--- config.mk ---
export PLATFORM = sky130hd
export DESIGN_NAME = efsb_top
export DESIGN_NICKNAME = d
export VERILOG_FILES = /design/src/rtl/efsb_pkg.sv /design/src/rtl/efsb_side_if.sv /design/src/rtl/efsb_side.sv /design/src/rtl/efsb_tick.sv /design/src/rtl/efsb_top.sv
export VERILOG_INCLUDE_DIRS = /design/src /design/src/rtl
export SDC_FILE = /design/constraint.sdc
export NUM_CORES = 2
export LEC_CHECK = 0
export BUFFER_PORTS_ARGS = -buffer_cell sky130_fd_sc_hd__clkbuf_2
export CAP_MARGIN = 10
export CORE_ASPECT_RATIO = 0.9
export CORE_MARGIN = 4
export CORE_UTILIZATION = 34
export CTS_BUF_LIST = sky130_fd_sc_hd__clkbuf_4 sky130_fd_sc_hd__clkbuf_8
export CTS_CLUSTER_DIAMETER = 150
export DETAILED_ROUTE_END_ITERATION = 10
export GPL_TIMING_DRIVEN = 0
export PLACE_DENSITY_LB_ADDON = 0.08
export SLEW_MARGIN = 20
export SYNTH_ARGS = -nofsm -noshare
export SYNTH_HDL_FRONTEND = slang
export SYNTH_SLANG_ARGS = --single-unit
--- constraint.sdc ---
create_clock -name i_mclk -period 8.89 [get_ports i_mclk]
set_input_delay 0.889 -clock i_mclk [delete_from_list [all_inputs] [get_ports i_mclk]]
set_output_delay 0.889 -clock i_mclk [all_outputs]
set_load 0.01 [all_outputs]
--- src/rtl/efsb_params.svh ---
// Functional notes
// - High side principle is a one-hot nibble: 1 diff, 2 residual, 4 sum, 8 hi-Z.
// - Low side principle is a one-hot nibble: 16, 32, 64, 128 by same order.
// - High-impedance mode only with weight 8 (high) or weight 128 (low).
// - High-impedance start: neutral peak above the side's basic threshold.
// - Harmonic start block never applies in high-impedance mode.
// - Inrush criterion is second harmonic over fundamental of the neutral current.
// - Start is suppressed when blocking enabled and ratio exceeds side limit.
// - Harmonic inhibit only honoured for differential or external-sum principles.
// - Harmonic enable: config switch bit 2 high side, bit 3 low side.
// - Each side's harmonic blocking affects only that side.
// - Uninhibited high start goes to relays in high start mask.
// - Uninhibited low start goes to relays in low start mask.
// - Per side operate delay 0.03 to 100 s, timed from start.
// - Expired high delay drives relays in high operate mask.
// - Operate suppressed while a selected external or intermodular block is active.
// - Expired, uninhibited low delay drives relays in low operate mask.
// - High block indication routed only while high start conditions hold.
// - Low block indication routed only while low start conditions hold.
// - Residual mode start: residual fundamental above the side's basic threshold.
`ifndef EFSB_PARAMS_SVH
`define EFSB_PARAMS_SVH
// -----------------------------------------------------------------
// Register byte offsets
// -----------------------------------------------------------------
`define EFSB_OFS_PRINC 8'h00
`define EFSB_OFS_CFG 8'h04
`define EFSB_OFS_HI_THR 8'h08
`define EFSB_OFS_LO_THR 8'h0C
`define EFSB_OFS_HI_RLIM 8'h10
`define EFSB_OFS_LO_RLIM 8'h14
`define EFSB_OFS_HI_DLY 8'h18
`define EFSB_OFS_LO_DLY 8'h1C
`define EFSB_OFS_HI_ROUTE 8'h20
`define EFSB_OFS_LO_ROUTE 8'h24
`define EFSB_OFS_INHIB 8'h28
`define EFSB_OFS_STATUS 8'h2C
// -----------------------------------------------------------------
// Fields and reset values
// -----------------------------------------------------------------
`define EFSB_MASK_PRINC 32'h0000_00FF
`define EFSB_MASK_CFG 32'h0000_00FF
`define EFSB_MASK_THR 32'h0000_FFFF
`define EFSB_MASK_RLIM 32'h0000_00FF
`define EFSB_MASK_DLY 32'h0001_FFFF
`define EFSB_MASK_ROUTE 32'h00FF_FFFF
`define EFSB_MASK_INHIB 32'h0000_FFFF
`define EFSB_RST_ZERO 32'h0000_0000
`define EFSB_CFG_HI_HBLK 2
`define EFSB_CFG_LO_HBLK 3
`define EFSB_SIDE_BITS 4
`define EFSB_RELAYS 8
`define EFSB_INHIB_BITS 8
`define EFSB_PCT 8'h64
`define EFSB_RESP_OKAY 2'h0
`define EFSB_RESP_SLVERR 2'h2
// -----------------------------------------------------------------
// Timing
// -----------------------------------------------------------------
`define EFSB_CLK_NS 10
`define EFSB_TICK_NS 1000000
`define EFSB_DLY_MIN_MS 30
`define EFSB_DLY_MAX_MS 100000
`endif

--- src/rtl/efsb_pkg.sv ---
package efsb_pkg;
  // Bit positions inside one side's principle nibble
  typedef enum logic [1:0] {
    EFSB_P_DIFF = 2'b00,
    EFSB_P_RESID = 2'b01,
    EFSB_P_SUM = 2'b10,
    EFSB_P_HIZ = 2'b11
  } efsb_princ_t;
  typedef logic [3:0] efsb_sel_t;
  typedef logic [16:0] efsb_dly_t;
endpackage : efsb_pkg

--- src/rtl/efsb_side_if.sv ---
`timescale 1ns/10ps
interface efsb_side_if #(parameter int W = 16);
  import efsb_pkg::*;
  logic [3:0] sel;
  logic hblk_en;
  logic [W-1:0] thr;
  logic [7:0] rlim;
  efsb_dly_t dly_ms;
  logic [W-1:0] peak;
  logic [W-1:0] fund;
  logic [W-1:0] h2;
  logic [W-1:0] resid;
  logic diff_ok;
  logic inhibit;
  logic tick;
  logic cond;
  logic hblk;
  logic start;
  logic operate;
  modport ctl (output sel, hblk_en, thr, rlim, dly_ms, peak, fund, h2, resid, diff_ok,
    inhibit, tick, input cond, hblk, start, operate);
  modport side (input sel, hblk_en, thr, rlim, dly_ms, peak, fund, h2, resid, diff_ok,
    inhibit, tick, output cond, hblk, start, operate);
endinterface : efsb_side_if

--- src/rtl/efsb_side.sv ---
`timescale 1ns/10ps
`include "efsb_params.svh"
module efsb_side import efsb_pkg::*; #(parameter int W = 16)
(
  input wire logic i_mclk,
  input wire logic i_rst,
  efsb_side_if.side s
);
  logic onehot;
  logic m_diff;
  logic m_resid;
  logic m_sum;
  logic m_hiz;
  logic [W+7:0] h2_scaled;
  logic [W+7:0] lim_scaled;
  logic ratio_hi;
  logic hblk_ok;
  efsb_dly_t dly;
  efsb_dly_t cnt_q;
  logic done;
  // one-hot check; anything not one-hot disables the side
  assign onehot = (s.sel != 4'h0) && ((s.sel & (s.sel - 4'h1)) == 4'h0);
  assign m_diff = onehot && s.sel[EFSB_P_DIFF];
  assign m_resid = onehot && s.sel[EFSB_P_RESID];
  assign m_sum = onehot && s.sel[EFSB_P_SUM];
  // hi-Z only by its own bit
  assign m_hiz = onehot && s.sel[EFSB_P_HIZ];
  assign s.cond = (m_diff && s.diff_ok) || (m_resid && (s.resid > s.thr))
    || (m_sum && (s.fund > s.thr)) || (m_hiz && (s.peak > s.thr));
  // ratio test in percent, cross-multiplied to avoid a divider
  assign h2_scaled = (W+8)'(s.h2) * (W+8)'(`EFSB_PCT);
  assign lim_scaled = (W+8)'(s.rlim) * (W+8)'(s.fund);
  assign ratio_hi = h2_scaled > lim_scaled;
  // block only for diff or sum principle and when enabled
  assign hblk_ok = s.hblk_en && (m_diff || m_sum) && !m_hiz;
  // suppression uses only this side's inputs
  assign s.hblk = s.cond && hblk_ok && ratio_hi;
  assign s.start = s.cond && !s.hblk;
  // clamp delay to its legal range
  assign dly = (s.dly_ms < efsb_dly_t'(`EFSB_DLY_MIN_MS)) ? efsb_dly_t'(`EFSB_DLY_MIN_MS) :
    (s.dly_ms > efsb_dly_t'(`EFSB_DLY_MAX_MS)) ? efsb_dly_t'(`EFSB_DLY_MAX_MS) : s.dly_ms;
  assign done = (cnt_q >= dly);
  // inhibit masks operate but lets the timer run on
  assign s.operate = s.start && done && !s.inhibit;
  // count ms ticks while started, clear otherwise
  always_ff @(posedge i_mclk or posedge i_rst)
  begin
    if (i_rst)
      cnt_q <= '0;
    else if (!s.start)
      cnt_q <= '0;
    else if (s.tick && !done)
      cnt_q <= cnt_q + efsb_dly_t'(1);
  end
endmodule : efsb_side

--- src/rtl/efsb_tick.sv ---
`timescale 1ns/10ps
module efsb_tick #(parameter int unsigned CYC = 100000)
(
  input wire logic i_mclk,
  input wire logic i_rst,
  output logic o_tick
);
  logic [31:0] cnt_q;
  logic wrap;
  assign wrap = (cnt_q == 32'(CYC - 1));
  always_ff @(posedge i_mclk or posedge i_rst)
  begin
    if (i_rst)
    begin
      cnt_q <= 32'h0000_0000;
      o_tick <= 1'b0;
    end
    else
    begin
      cnt_q <= wrap ? 32'h0000_0000 : cnt_q + 32'h0000_0001;
      o_tick <= wrap;
    end
  end
endmodule : efsb_tick

--- src/rtl/efsb_top.sv ---
// Decided for this implementation: the register offsets and register access over AXI4-Lite.
`timescale 1ns/10ps
`include "efsb_params.svh"
module efsb_top import efsb_pkg::*; #(
  parameter int W = 16,
  parameter int unsigned CYC_PER_MS = `EFSB_TICK_NS / `EFSB_CLK_NS
)
(
  input wire logic i_mclk,
  input wire logic i_rst,
  input wire logic [7:0] i_awaddr,
  input wire logic i_awvalid,
  output logic o_awready,
  input wire logic [31:0] i_wdata,
  input wire logic [3:0] i_wstrb,
  input wire logic i_wvalid,
  output logic o_wready,
  output logic [1:0] o_bresp,
  output logic o_bvalid,
  input wire logic i_bready,
  input wire logic [7:0] i_araddr,
  input wire logic i_arvalid,
  output logic o_arready,
  output logic [31:0] o_rdata,
  output logic [1:0] o_rresp,
  output logic o_rvalid,
  input wire logic i_rready,
  input wire logic [1:0][W-1:0] i_neutral_peak,
  input wire logic [1:0][W-1:0] i_neutral_fund,
  input wire logic [1:0][W-1:0] i_neutral_h2,
  input wire logic [1:0][W-1:0] i_resid_fund,
  input wire logic [1:0] i_diff_start,
  input wire logic [4:0] i_ext_ctrl,
  input wire logic [2:0] i_intermod_block,
  output logic [`EFSB_RELAYS-1:0] o_relay,
  output logic [1:0] o_start,
  output logic [1:0] o_operate,
  output logic [1:0] o_harm_block
);
  localparam int NREG = 11;
  // -----------------------------------------------------------------
  // Register storage
  // -----------------------------------------------------------------
  logic [31:0] reg_q [NREG];
  logic [31:0] wmask [NREG];
  logic [7:0] aw_q;
  logic [31:0] wd_q;
  logic [3:0] ws_q;
  logic aw_got_q;
  logic w_got_q;
  logic wr_go;
  logic [31:0] strb_bits;
  logic [3:0] wr_idx;
  logic [3:0] rd_idx;
  logic wr_hit;
  logic rd_hit;
  logic rd_stat;
  logic [31:0] rd_mux;
  logic [31:0] status;
  logic [1:0] tick_s;
  logic tick;
  logic [7:0] blk_src;
  logic [1:0] cond;
  logic [1:0] hblk;
  logic [1:0] start;
  logic [1:0] operate;
  logic [`EFSB_RELAYS-1:0] relay_d;

  assign wmask[0] = `EFSB_MASK_PRINC;
  assign wmask[1] = `EFSB_MASK_CFG;
  assign wmask[2] = `EFSB_MASK_THR;
  assign wmask[3] = `EFSB_MASK_THR;
  assign wmask[4] = `EFSB_MASK_RLIM;
  assign wmask[5] = `EFSB_MASK_RLIM;
  assign wmask[6] = `EFSB_MASK_DLY;
  assign wmask[7] = `EFSB_MASK_DLY;
  assign wmask[8] = `EFSB_MASK_ROUTE;
  assign wmask[9] = `EFSB_MASK_ROUTE;
  assign wmask[10] = `EFSB_MASK_INHIB;

  // -----------------------------------------------------------------
  // Address decode
  // -----------------------------------------------------------------
  // Offsets are consecutive words, so the index is the word address
  assign wr_idx = aw_q[5:2];
  assign rd_idx = i_araddr[5:2];
  assign wr_hit = (aw_q[1:0] == 2'h0) && (aw_q < `EFSB_OFS_STATUS);
  assign rd_hit = (i_araddr[1:0] == 2'h0) && (i_araddr < `EFSB_OFS_STATUS);
  assign rd_stat = (i_araddr == `EFSB_OFS_STATUS);
  assign wr_go = aw_got_q && w_got_q && !o_bvalid;
  assign strb_bits = {{8{ws_q[3]}}, {8{ws_q[2]}}, {8{ws_q[1]}}, {8{ws_q[0]}}};
  assign status = {24'h00_0000, o_harm_block, o_operate, o_start, 2'h0};
  assign rd_mux = rd_stat ? status : (rd_hit ? reg_q[rd_idx] : 32'h0000_0000);

  genvar r;
  generate
    for (r = 0; r < NREG; r++)
    begin : g_reg
      // Delays reset to the shortest legal value, all else off
      always_ff @(posedge i_mclk or posedge i_rst)
      begin
        if (i_rst)
          reg_q[r] <= ((r == 6) || (r == 7)) ? 32'(`EFSB_DLY_MIN_MS) : `EFSB_RST_ZERO;
        else if (wr_go && wr_hit && (wr_idx == 4'(r)))
          reg_q[r] <= ((reg_q[r] & ~strb_bits) | (wd_q & strb_bits)) & wmask[r];
      end
    end
  endgenerate

  // -----------------------------------------------------------------
  // AXI4-Lite write channel
  // -----------------------------------------------------------------
  always_ff @(posedge i_mclk or posedge i_rst)
  begin
    if (i_rst)
    begin
      aw_q <= 8'h00;
      wd_q <= 32'h0000_0000;
      ws_q <= 4'h0;
      aw_got_q <= 1'b0;
      w_got_q <= 1'b0;
      o_awready <= 1'b1;
      o_wready <= 1'b1;
      o_bvalid <= 1'b0;
      o_bresp <= `EFSB_RESP_OKAY;
    end
    else
    begin
      if (i_awvalid && o_awready)
      begin
        aw_q <= i_awaddr;
        aw_got_q <= 1'b1;
        o_awready <= 1'b0;
      end
      if (i_wvalid && o_wready)
      begin
        wd_q <= i_wdata;
        ws_q <= i_wstrb;
        w_got_q <= 1'b1;
        o_wready <= 1'b0;
      end
      if (wr_go)
      begin
        aw_got_q <= 1'b0;
        w_got_q <= 1'b0;
        o_bvalid <= 1'b1;
        // Status writes are accepted and dropped
        o_bresp <= (wr_hit || aw_q == `EFSB_OFS_STATUS) ? `EFSB_RESP_OKAY : `EFSB_RESP_SLVERR;
      end
      if (o_bvalid && i_bready)
      begin
        o_bvalid <= 1'b0;
        o_awready <= 1'b1;
        o_wready <= 1'b1;
      end
    end
  end

  // -----------------------------------------------------------------
  // AXI4-Lite read channel
  // -----------------------------------------------------------------
  always_ff @(posedge i_mclk or posedge i_rst)
  begin
    if (i_rst)
    begin
      o_arready <= 1'b1;
      o_rvalid <= 1'b0;
      o_rdata <= 32'h0000_0000;
      o_rresp <= `EFSB_RESP_OKAY;
    end
    else if (i_arvalid && o_arready)
    begin
      o_arready <= 1'b0;
      o_rvalid <= 1'b1;
      o_rdata <= rd_mux;
      o_rresp <= (rd_hit || rd_stat) ? `EFSB_RESP_OKAY : `EFSB_RESP_SLVERR;
    end
    else if (o_rvalid && i_rready)
    begin
      o_rvalid <= 1'b0;
      o_arready <= 1'b1;
    end
  end

  // -----------------------------------------------------------------
  // Millisecond time base
  // -----------------------------------------------------------------
  efsb_tick #(.CYC(CYC_PER_MS)) u_tick (
    .i_mclk(i_mclk),
    .i_rst(i_rst),
    .o_tick(tick)
  );

  // -----------------------------------------------------------------
  // Per-side stages, index 0 high voltage, 1 low voltage
  // -----------------------------------------------------------------
  assign blk_src = {i_intermod_block, i_ext_ctrl};
  genvar s;
  generate
    for (s = 0; s < 2; s++)
    begin : g_side
      efsb_side_if #(.W(W)) sif ();
      // nibble per side from one switch byte
      assign sif.sel = reg_q[0][s*`EFSB_SIDE_BITS +: `EFSB_SIDE_BITS];
      assign sif.hblk_en = reg_q[1][(s == 0) ? `EFSB_CFG_HI_HBLK : `EFSB_CFG_LO_HBLK];
      assign sif.thr = reg_q[2+s][W-1:0];
      assign sif.rlim = reg_q[4+s][7:0];
      assign sif.dly_ms = reg_q[6+s][16:0];
      assign sif.peak = i_neutral_peak[s];
      assign sif.fund = i_neutral_fund[s];
      assign sif.h2 = i_neutral_h2[s];
      assign sif.resid = i_resid_fund[s];
      assign sif.diff_ok = i_diff_start[s];
      // operate gated by selected block inputs
      assign sif.inhibit = |(blk_src & reg_q[10][s*`EFSB_INHIB_BITS +: `EFSB_INHIB_BITS]);
      assign sif.tick = tick;
      assign cond[s] = sif.cond;
      assign hblk[s] = sif.hblk;
      assign start[s] = sif.start;
      assign operate[s] = sif.operate;
      efsb_side #(.W(W)) u_side (
        .i_mclk(i_mclk),
        .i_rst(i_rst),
        .s(sif)
      );
    end
  endgenerate

  // -----------------------------------------------------------------
  // Relay routing, masks are {block, operate, start} bytes
  // -----------------------------------------------------------------
  // start masks; operate masks; block masks
  assign relay_d = ({`EFSB_RELAYS{start[0]}} & reg_q[8][7:0])
    | ({`EFSB_RELAYS{operate[0]}} & reg_q[8][15:8])
    | ({`EFSB_RELAYS{hblk[0] && cond[0]}} & reg_q[8][23:16])
    | ({`EFSB_RELAYS{start[1]}} & reg_q[9][7:0])
    | ({`EFSB_RELAYS{operate[1]}} & reg_q[9][15:8])
    | ({`EFSB_RELAYS{hblk[1] && cond[1]}} & reg_q[9][23:16]);

  // Outputs are registered; one cycle of latency is harmless at relay speed
  always_ff @(posedge i_mclk or posedge i_rst)
  begin
    if (i_rst)
    begin
      o_relay <= '0;
      o_start <= 2'h0;
      o_operate <= 2'h0;
      o_harm_block <= 2'h0;
    end
    else
    begin
      o_relay <= relay_d;
      o_start <= start;
      o_operate <= operate;
      o_harm_block <= hblk;
    end
  end
endmodule : efsb_top

Word level (Yosys, flattened, before mapping)

Cells that the tools add are included.
Widths: inputs -> output; s select.

Add/sub/neg operators: 5
Multipliers: 4
Magnitude comparators: 17
Equal/unequal tests: 15
Multiplexer cells: 30
Bitwise gates (word level): 40
Reduce and logical (&&, ||, !) cells: 91

Operator list:

| kind                  | number |
|---|---|
| $mux 32               | 5 |
| $mux 17               | 8 |
| $bmux 32 s4           | 1 |
| $and 8x8->8           | 12 |
| $gt 16x16->1          | 6 |
| $and 24x24->24        | 3 |
| $or 8x8->8            | 9 |
| $logic_and 1x1->1     | 57 |
| $and 16x16->16        | 3 |
| $gt 23x24->1          | 2 |
| $mul 8x16->24         | 2 |
| $or 16x16->16         | 3 |
| $or 24x24->24         | 2 |
| $mul 16x5->21 const B | 2 |
| $add 17x1->17 const B | 2 |
| $and 17x17->17        | 2 |
| $ge 17x17->1          | 2 |
| $gt 17x17->1 const B  | 2 |
| $lt 17x5->1 const B   | 2 |
| $or 17x17->17         | 2 |
| $add 32x1->32 const B | 1 |
| $eq 32x17->1 const B  | 1 |
| $not 24->24           | 1 |
| $eq 4x3->1 const B    | 4 |
| other kinds (19)      | 68 |

Register bits after elaboration: 321
Bits of input ports: 197
Output and inout bits: 55
Logic and storage cells: 234

Logic depth before layout (Yosys ltp)

Depth in word-level cells: 21
Depth in mapped cells: 31
Mapped depth without buffers: 29

By module

Synthesis repeated with hierarchy kept, for this count alone.

Cells, all modules: 3003
Area, all modules: 29961.2 um^2

Modules (own cells, without submodules):

| module                       | instances | cells an instance | area each (um^2) | seq. area each (um^2) |
|---|---|---|---|---|
| efsb_top                     | 1         | 775               | 10800.4          | 6119.6 |
| efsb_side (g_side[0].u_side) | 1         | 1063              | 8899.8           | 425.4 |
| efsb_side (g_side[1].u_side) | 1         | 1019              | 8658.3           | 425.4 |
| efsb_tick                    | 1         | 146               | 1602.8           | 825.8 |

Least setup slack after synthesis

OpenSTA, ideal clock, no wires.

Path kind: input port to flip-flop
Start point: in i_neutral_fund[18] in the netlist's numbering
End point: reg o_relay[0]
Setup time: 148 ps
Arrival: 6757 ps
Data required time: 8742 ps
Path slack: 1985 ps
Cell stages on the path: 26
Buffers on the path: 1
Cells stage by stage: and2_1 fa_1 inv_1 fa_1 inv_1 fa_1 inv_1 fa_1 inv_1 ha_1 or3_1 o31ai_2 a2111oi_0 or3b_2 a21oi_1 xor2_1 ha_1 nand4_1 a2111o_1 a31oi_1 nand2_2 nand2b_1 buf_4 inv_2 nand3_1 o2111ai_1

Longest elaborated chain between the ends: 13
Elaborated cells between the ends (all ways): 19
Those cells by class: 1 x mul; 2 x order compare; 6 x bitwise; 10 x reduce/logical

Ends and longest elaborated chain:

| element                                                               | line               | source |
|---|---|---|
| start: declaration                                                    | efsb_top.sv:29     | `input wire logic [1:0][W-1:0] i_neutral_fund,` |
| parallel branches: the longest is 7 deep, another holds $mul 8x16->24 | -                  |  |
| $logic_and 1x1->1 *                                                   | efsb_side.sv:38    | `assign s.start = s.cond && !s.hblk;` |
| net g_side[1].sif.start                                               | efsb_side_if.sv:18 | `logic start;` |
| $logic_and 1x1->1 (2 in series)                                       | efsb_side.sv:44    | `assign s.operate = s.start && done && !s.inhibit;` |
| $and 8x8->8                                                           | efsb_top.sv:237    | `` \| ({`EFSB_RELAYS{operate[1]}} & reg_q[9][15:8]) `` |
| $or 8x8->8 * (2 in series)                                            | efsb_top.sv:233    | `` assign relay_d = ({`EFSB_RELAYS{start[0]}} & reg_q[8][7:0]) `` |
| net relay_d[0]                                                        | efsb_top.sv:67     | `` logic [`EFSB_RELAYS-1:0] relay_d; `` |
| end signal: assignment                                                | efsb_top.sv:252    | `o_relay <= relay_d;` |
| end: declaration                                                      | efsb_top.sv:35     | `` output logic [`EFSB_RELAYS-1:0] o_relay, `` |

Mark *: on every way through the listed nets, which the timed path passes.
A chain may end at the register's enable or synchronous reset.

Worst setup path after layout

Start point: reg reg_q (netlist bit g_side[0].sif.rlim[5])
End point: reg o_relay[1]

Longest elaborated chain between the ends: 13
Elaborated cells between the ends (all ways): 16
Those cells by class: 1 x mul; 1 x order compare; 8 x bitwise; 6 x reduce/logical

Ends and longest elaborated chain:

| element                          | line            | source |
|---|---|---|
| start: declaration               | efsb_top.sv:44  | `logic [31:0] reg_q [NREG];` |
| start signal: indexed assignment | efsb_top.sv:103 | `` reg_q[r] <= ((r == 6) \|\| (r == 7)) ? 32'(`EFSB_DLY_MIN_MS) : `EFSB_RST_ZERO; `` |
| start signal: indexed assignment | efsb_top.sv:105 | `reg_q[r] <= ((reg_q[r] & ~strb_bits) \| (wd_q & strb_bits)) & wmask[r];` |
| $mul 8x16->24 *                  | efsb_side.sv:32 | `assign lim_scaled = (W+8)'(s.rlim) * (W+8)'(s.fund);` |
| $gt 23x24->1 *                   | efsb_side.sv:33 | `assign ratio_hi = h2_scaled > lim_scaled;` |
| $logic_and 1x1->1 *              | efsb_side.sv:37 | `assign s.hblk = s.cond && hblk_ok && ratio_hi;` |
| $logic_not 1->1                  | efsb_side.sv:38 |  |
| $logic_and 1x1->1                | efsb_side.sv:38 |  |
| $logic_and 1x1->1 (2 in series)  | efsb_side.sv:44 |  |
| $and 8x8->8                      | efsb_top.sv:234 | `` \| ({`EFSB_RELAYS{operate[0]}} & reg_q[8][15:8]) `` |
| $or 8x8->8                       | efsb_top.sv:233 |  |
| $or 8x8->8 * (4 in series)       | efsb_top.sv:233 |  |
| net relay_d[1]                   | efsb_top.sv:67  |  |

The timed path passes the listed nets; every way through them passes the cells marked *.

==> flow_summary.ini <==
[status]
status = finished, final reports clean

[cells_and_area]
area_delta_synth_final_pct = 13.9
post_route_design_area_mm2 = 0.0336
fill_cells = 8691
final_core_utilization = 0.391
drive_gt1_frac = 0.181
nets = 4100

[worst_setup_path]
regToRegSetupSlack_ns = 0.54
critical_path.max_stage_delay_ns = 0.65
arrival_ns = 8.79
startpoint_type = register
regToRegEndpoint = o_relay[1]
reg2reg_from = g_side[0].sif.rlim[5]
critPathSlowestCell = dfrtp_1
critical_path_required_ns = 9.33
worst-path-max-fanout = 10
r2r.worst_path.cells = 27
worstSetupPathType = register to register
timing.critical_path.to_type = register

[yosys]
seq_area_frac_synth = 0.264
synth_warnings = 0
synth_enable_flop_cells = 0
post_synth_instance_area_mm2 = 0.0296
synth.distinct_cells = 83
synth_xor_xnor_area_share = 0.0370
post_synth_mux_area_share = 0.105
post_synth_and_or_nand_nor_area_fraction = 0.151
synthesis.area_per_instance_um2 = 9.72
fraction_of_the_mapped_netlist_area_in_compound_gates = 0.0949
largest_family_of_logic_cells_by_synthesized_area = adder cells
ys_ff_latch = 311
synthArstFlopShare = 1.00
synthFlopType = dfrtp_1
post_synth_fa_ha_maj_area_fraction = 0.284
count_of_mapped_cells_out_of_synthesis = 3041

[timing]
rsz0062_at_grt = false
post-route-worst-setup-slack_ns = 0.545
slew_headroom = 0.240
totalNegativeSetupSlack_ns = 0
final_hold_viol_count = 0
worst_slew_pin_slew_ns = 1.14
final_period_minus_worst_setup_slack_ns = 8.35
final_period_util = 0.939
finalMaxSlewViolations = 0
skew_ns = 0.0495
max_freq_mhz = 120
setup_viol = 0

[place]
setup_ws_pre_cts_ns = 0.315
post-dp-hpwl_um = 76300
gp_congestion = 0.917
port-buffer-count = 230
dpl-instance-area_mm2 = 0.0324

[drt]
drtAntennaViolNets = 0
drt-pass1-iter-count = 5
post-route-drc-count = 0
vias = 23500
routed_wirelength_um = 93000
dr.first_iter.drc_count = 1253
wl_per_cell_um = 20.5
ratio_of_routed_vias_to_standard_cells = 5.17

[die]
design.core.area_mm2 = 0.0861
die_w_um = 319
initial_core_utilization = 0.343
floorplan.io_pins = 252
floorplan.die_area_mm2 = 0.0917
placementRows = 102
die_h_um = 288

[global_route]
total_global_routing_track_utilization = 0.199
pin_count_of_the_biggest_net_entering_global_routing = 34
grt_antenna_before_repair = 5
grt-ovfl-total = 0
first_global_vias = 23900
grt_pass1_wl_um = 143000

[clock_tree]
tritoncts_num_sinks = 311
clock_tree_from_tritoncts = built
clock_input_transition_at_the_sequential_cells_of_the_worst_setup_and_hold_paths_ns = 0.07
cts_made_buffers = 52
postCtsSetupRepairBufs = 0
number_of_levels_the_h_tree_was_split_into = 2
cts-root-buf = clkbuf_8
clock_latency_ns = 0.64
ctsLongestPathBuffers = 3

[power]
power.static_leakage_nw = 16.7
p_per_area_mw_per_mm2 = 139
irDropWorstVdd_v = 0.0000964

[hold_path]
hp-class = primary input to async pin

[job]
maxCapViolations = 0
[power breakdown]
group	leakage, nW	total, mW	switching (mW)	internal, mW
clock network	0.657	1.51	0.648	0.862
registers	4.21	1.71	0.177	1.54
logic	11.8	1.46	0.852	0.610
total	16.7	4.68	1.68	3.01
[flip-flops by register name (all words and copies together), names as in the netlist, 16 cells and up]
| signal | flops |
|---|---|
| g_side.sif.dly_ms | 34 |
| g_side.sif.rlim | 16 |
| g_side.sif.thr | 32 |
| g_side.u_side.cnt_q | 34 |
| o_rdata | 24 |
| reg_q | 70 |
| u_tick.cnt_q | 32 |
| wd_q | 24 |
[metal layers]
layer,vias to the layer above,global-route usage,share of wire
li1,11100,-,-
met1,11700,0.297,0.49
met2,602,0.301,0.43
met3,93,0.0392,0.062
met4,0,0.0382,0.017
met5,-,0,0
[timing repair]
item | 4_1_cts | 5_1_grt
endpoints found under the setup margin | 0 | 6
endpoints found under the hold margin | 0 | 0
gates resized for setup | 0 | 4
hold buffers | 0 | 0
[cell usage after synthesis (all sizes together) (6+ instances only)]
master / n / share of area
a211o: 8 / 0.0024
ha: 368 / 0.16
or4: 6 / 0.0015
a211oi: 11 / 0.0031
nor3: 31 / 0.0052
or2: 6 / 0.0013
or3: 12 / 0.0025
fa: 190 / 0.13
a221oi: 6 / 0.0018
mux2i: 42 / 0.014
mux4: 24 / 0.018
o2111ai: 12 / 0.0036
xor2: 50 / 0.015
inv: 394 / 0.050
a31oi: 27 / 0.0057
o21a: 12 / 0.0030
a22oi: 17 / 0.0043
and3: 22 / 0.0047
dfrtp: 300 / 0.25
nor4: 19 / 0.0040
nor2: 125 / 0.016
and2: 173 / 0.037
a21oi: 123 / 0.021
dfstp: 11 / 0.0098
nand4: 61 / 0.013
o21bai: 11 / 0.0028
nand2b: 15 / 0.0032
nand3: 71 / 0.012
and4: 15 / 0.0046
buf: 25 / 0.0056
o21ai: 122 / 0.021
nor2b: 25 / 0.0053
mux2: 190 / 0.072
nor3b: 6 / 0.0017
nand2: 264 / 0.034
clkbuf: 61 / 0.0077
a21o: 35 / 0.0089
nor4b: 7 / 0.0023
o211ai: 16 / 0.0042
xnor2: 75 / 0.022
[worst max-delay path: cells and delay by family (launching register included)]
| family | cells | cell delay [ns] |
|---|---|---|
| compound gates | 10 | 3.11 |
| fa+ha+maj | 6 | 2.68 |
| buf+inv | 6 | 1.08 |
| flops | 1 | 0.65 |
| simple gates | 5 | 0.65 |
[cell usage in the layout, fill, tap and decap left out, types with 10 or more instances in the layout]
| master | count |
|---|---|
| o21a_1 | 12 |
| a22oi_1 | 17 |
| fa_1 | 190 |
| dfrtp_1 | 300 |
| clkbuf_2 | 232 |
| ha_1 | 368 |
| o21bai_1 | 11 |
| nand2b_1 | 15 |
| conb_1 | 10 |
| and3_1 | 22 |
| nand2_1 | 262 |
| mux2i_1 | 42 |
| nor3_1 | 31 |
| xnor2_1 | 75 |
| clkbuf_1 | 59 |
| nor4_1 | 18 |
| inv_1 | 392 |
| clkbuf_8 | 74 |
| o21ai_0 | 118 |
| mux2_2 | 190 |
| nor2_1 | 124 |
| or3_1 | 12 |
| a31oi_1 | 27 |
| nand4_1 | 61 |
| and4_1 | 13 |
| dfstp_2 | 11 |
| and2_1 | 173 |
| xor2_1 | 50 |
| nor2b_1 | 25 |
| mux4_2 | 24 |
| nand3_1 | 70 |
| a21oi_1 | 123 |
| o2111ai_1 | 12 |
| o211ai_1 | 15 |
| buf_4 | 13 |
| a21o_1 | 35 |
[per-stage QoR]
stage | total power [mW] | instances | hold WS, ns
after floorplan | 2.67 | 3050 | 0.438
after global placement | 3.15 | 4424 | 0.455
after detailed placement | 3.20 | 4435 | 0.465
after CTS | 4.74 | 4532 | 0.363
after global routing | 5.01 | 4533 | 0.402
final | 4.68 | 4536 | 0.375
[cell type report]
cell class | count | area (um2) | share of cell area
Multi-Input combinational cell | 2259 | 19900 | 0.592
Sequential cell | 311 | 7800 | 0.232
Inverter | 394 | 1480 | 0.0441
Tap cell | 1144 | 1430 | 0.0425
Timing Repair Buffer | 241 | 1370 | 0.0406
Clock buffer | 82 | 1080 | 0.0321
Buffer | 86 | 398 | 0.0118
Clock inverter | 15 | 163 | 0.00483
Antenna cell | 4 | 10.0 | 0.000297
[how the worst max path moves through the flow]
stage	from	to	slack, ns	cells past startpoint
after floorplan	i_neutral_fund[18]	o_relay[0]	1.98	26
after global placement	i_neutral_fund[18]	o_relay[7]	0.36	29
after detailed placement	i_neutral_fund[18]	o_relay[7]	0.31	29
after CTS	g_side[1].sif.rlim[7]	o_relay[7]	0.50	28
after global routing	g_side[0].sif.rlim[7]	o_relay[1]	0.10	27
final	g_side[0].sif.rlim[5]	o_relay[1]	0.54	27
[logic make-up after synthesis]
group / Yosys count
xor gates and xnor gates: 125
other: 1
AOI/OAI and AO/OA: 441
adders and majority gates: 558
DFF: 311
buffers and inverters: 480
muxes: 256
and+or+nand+nor: 869
No activity file was read; power rests on OpenSTA's default activity.
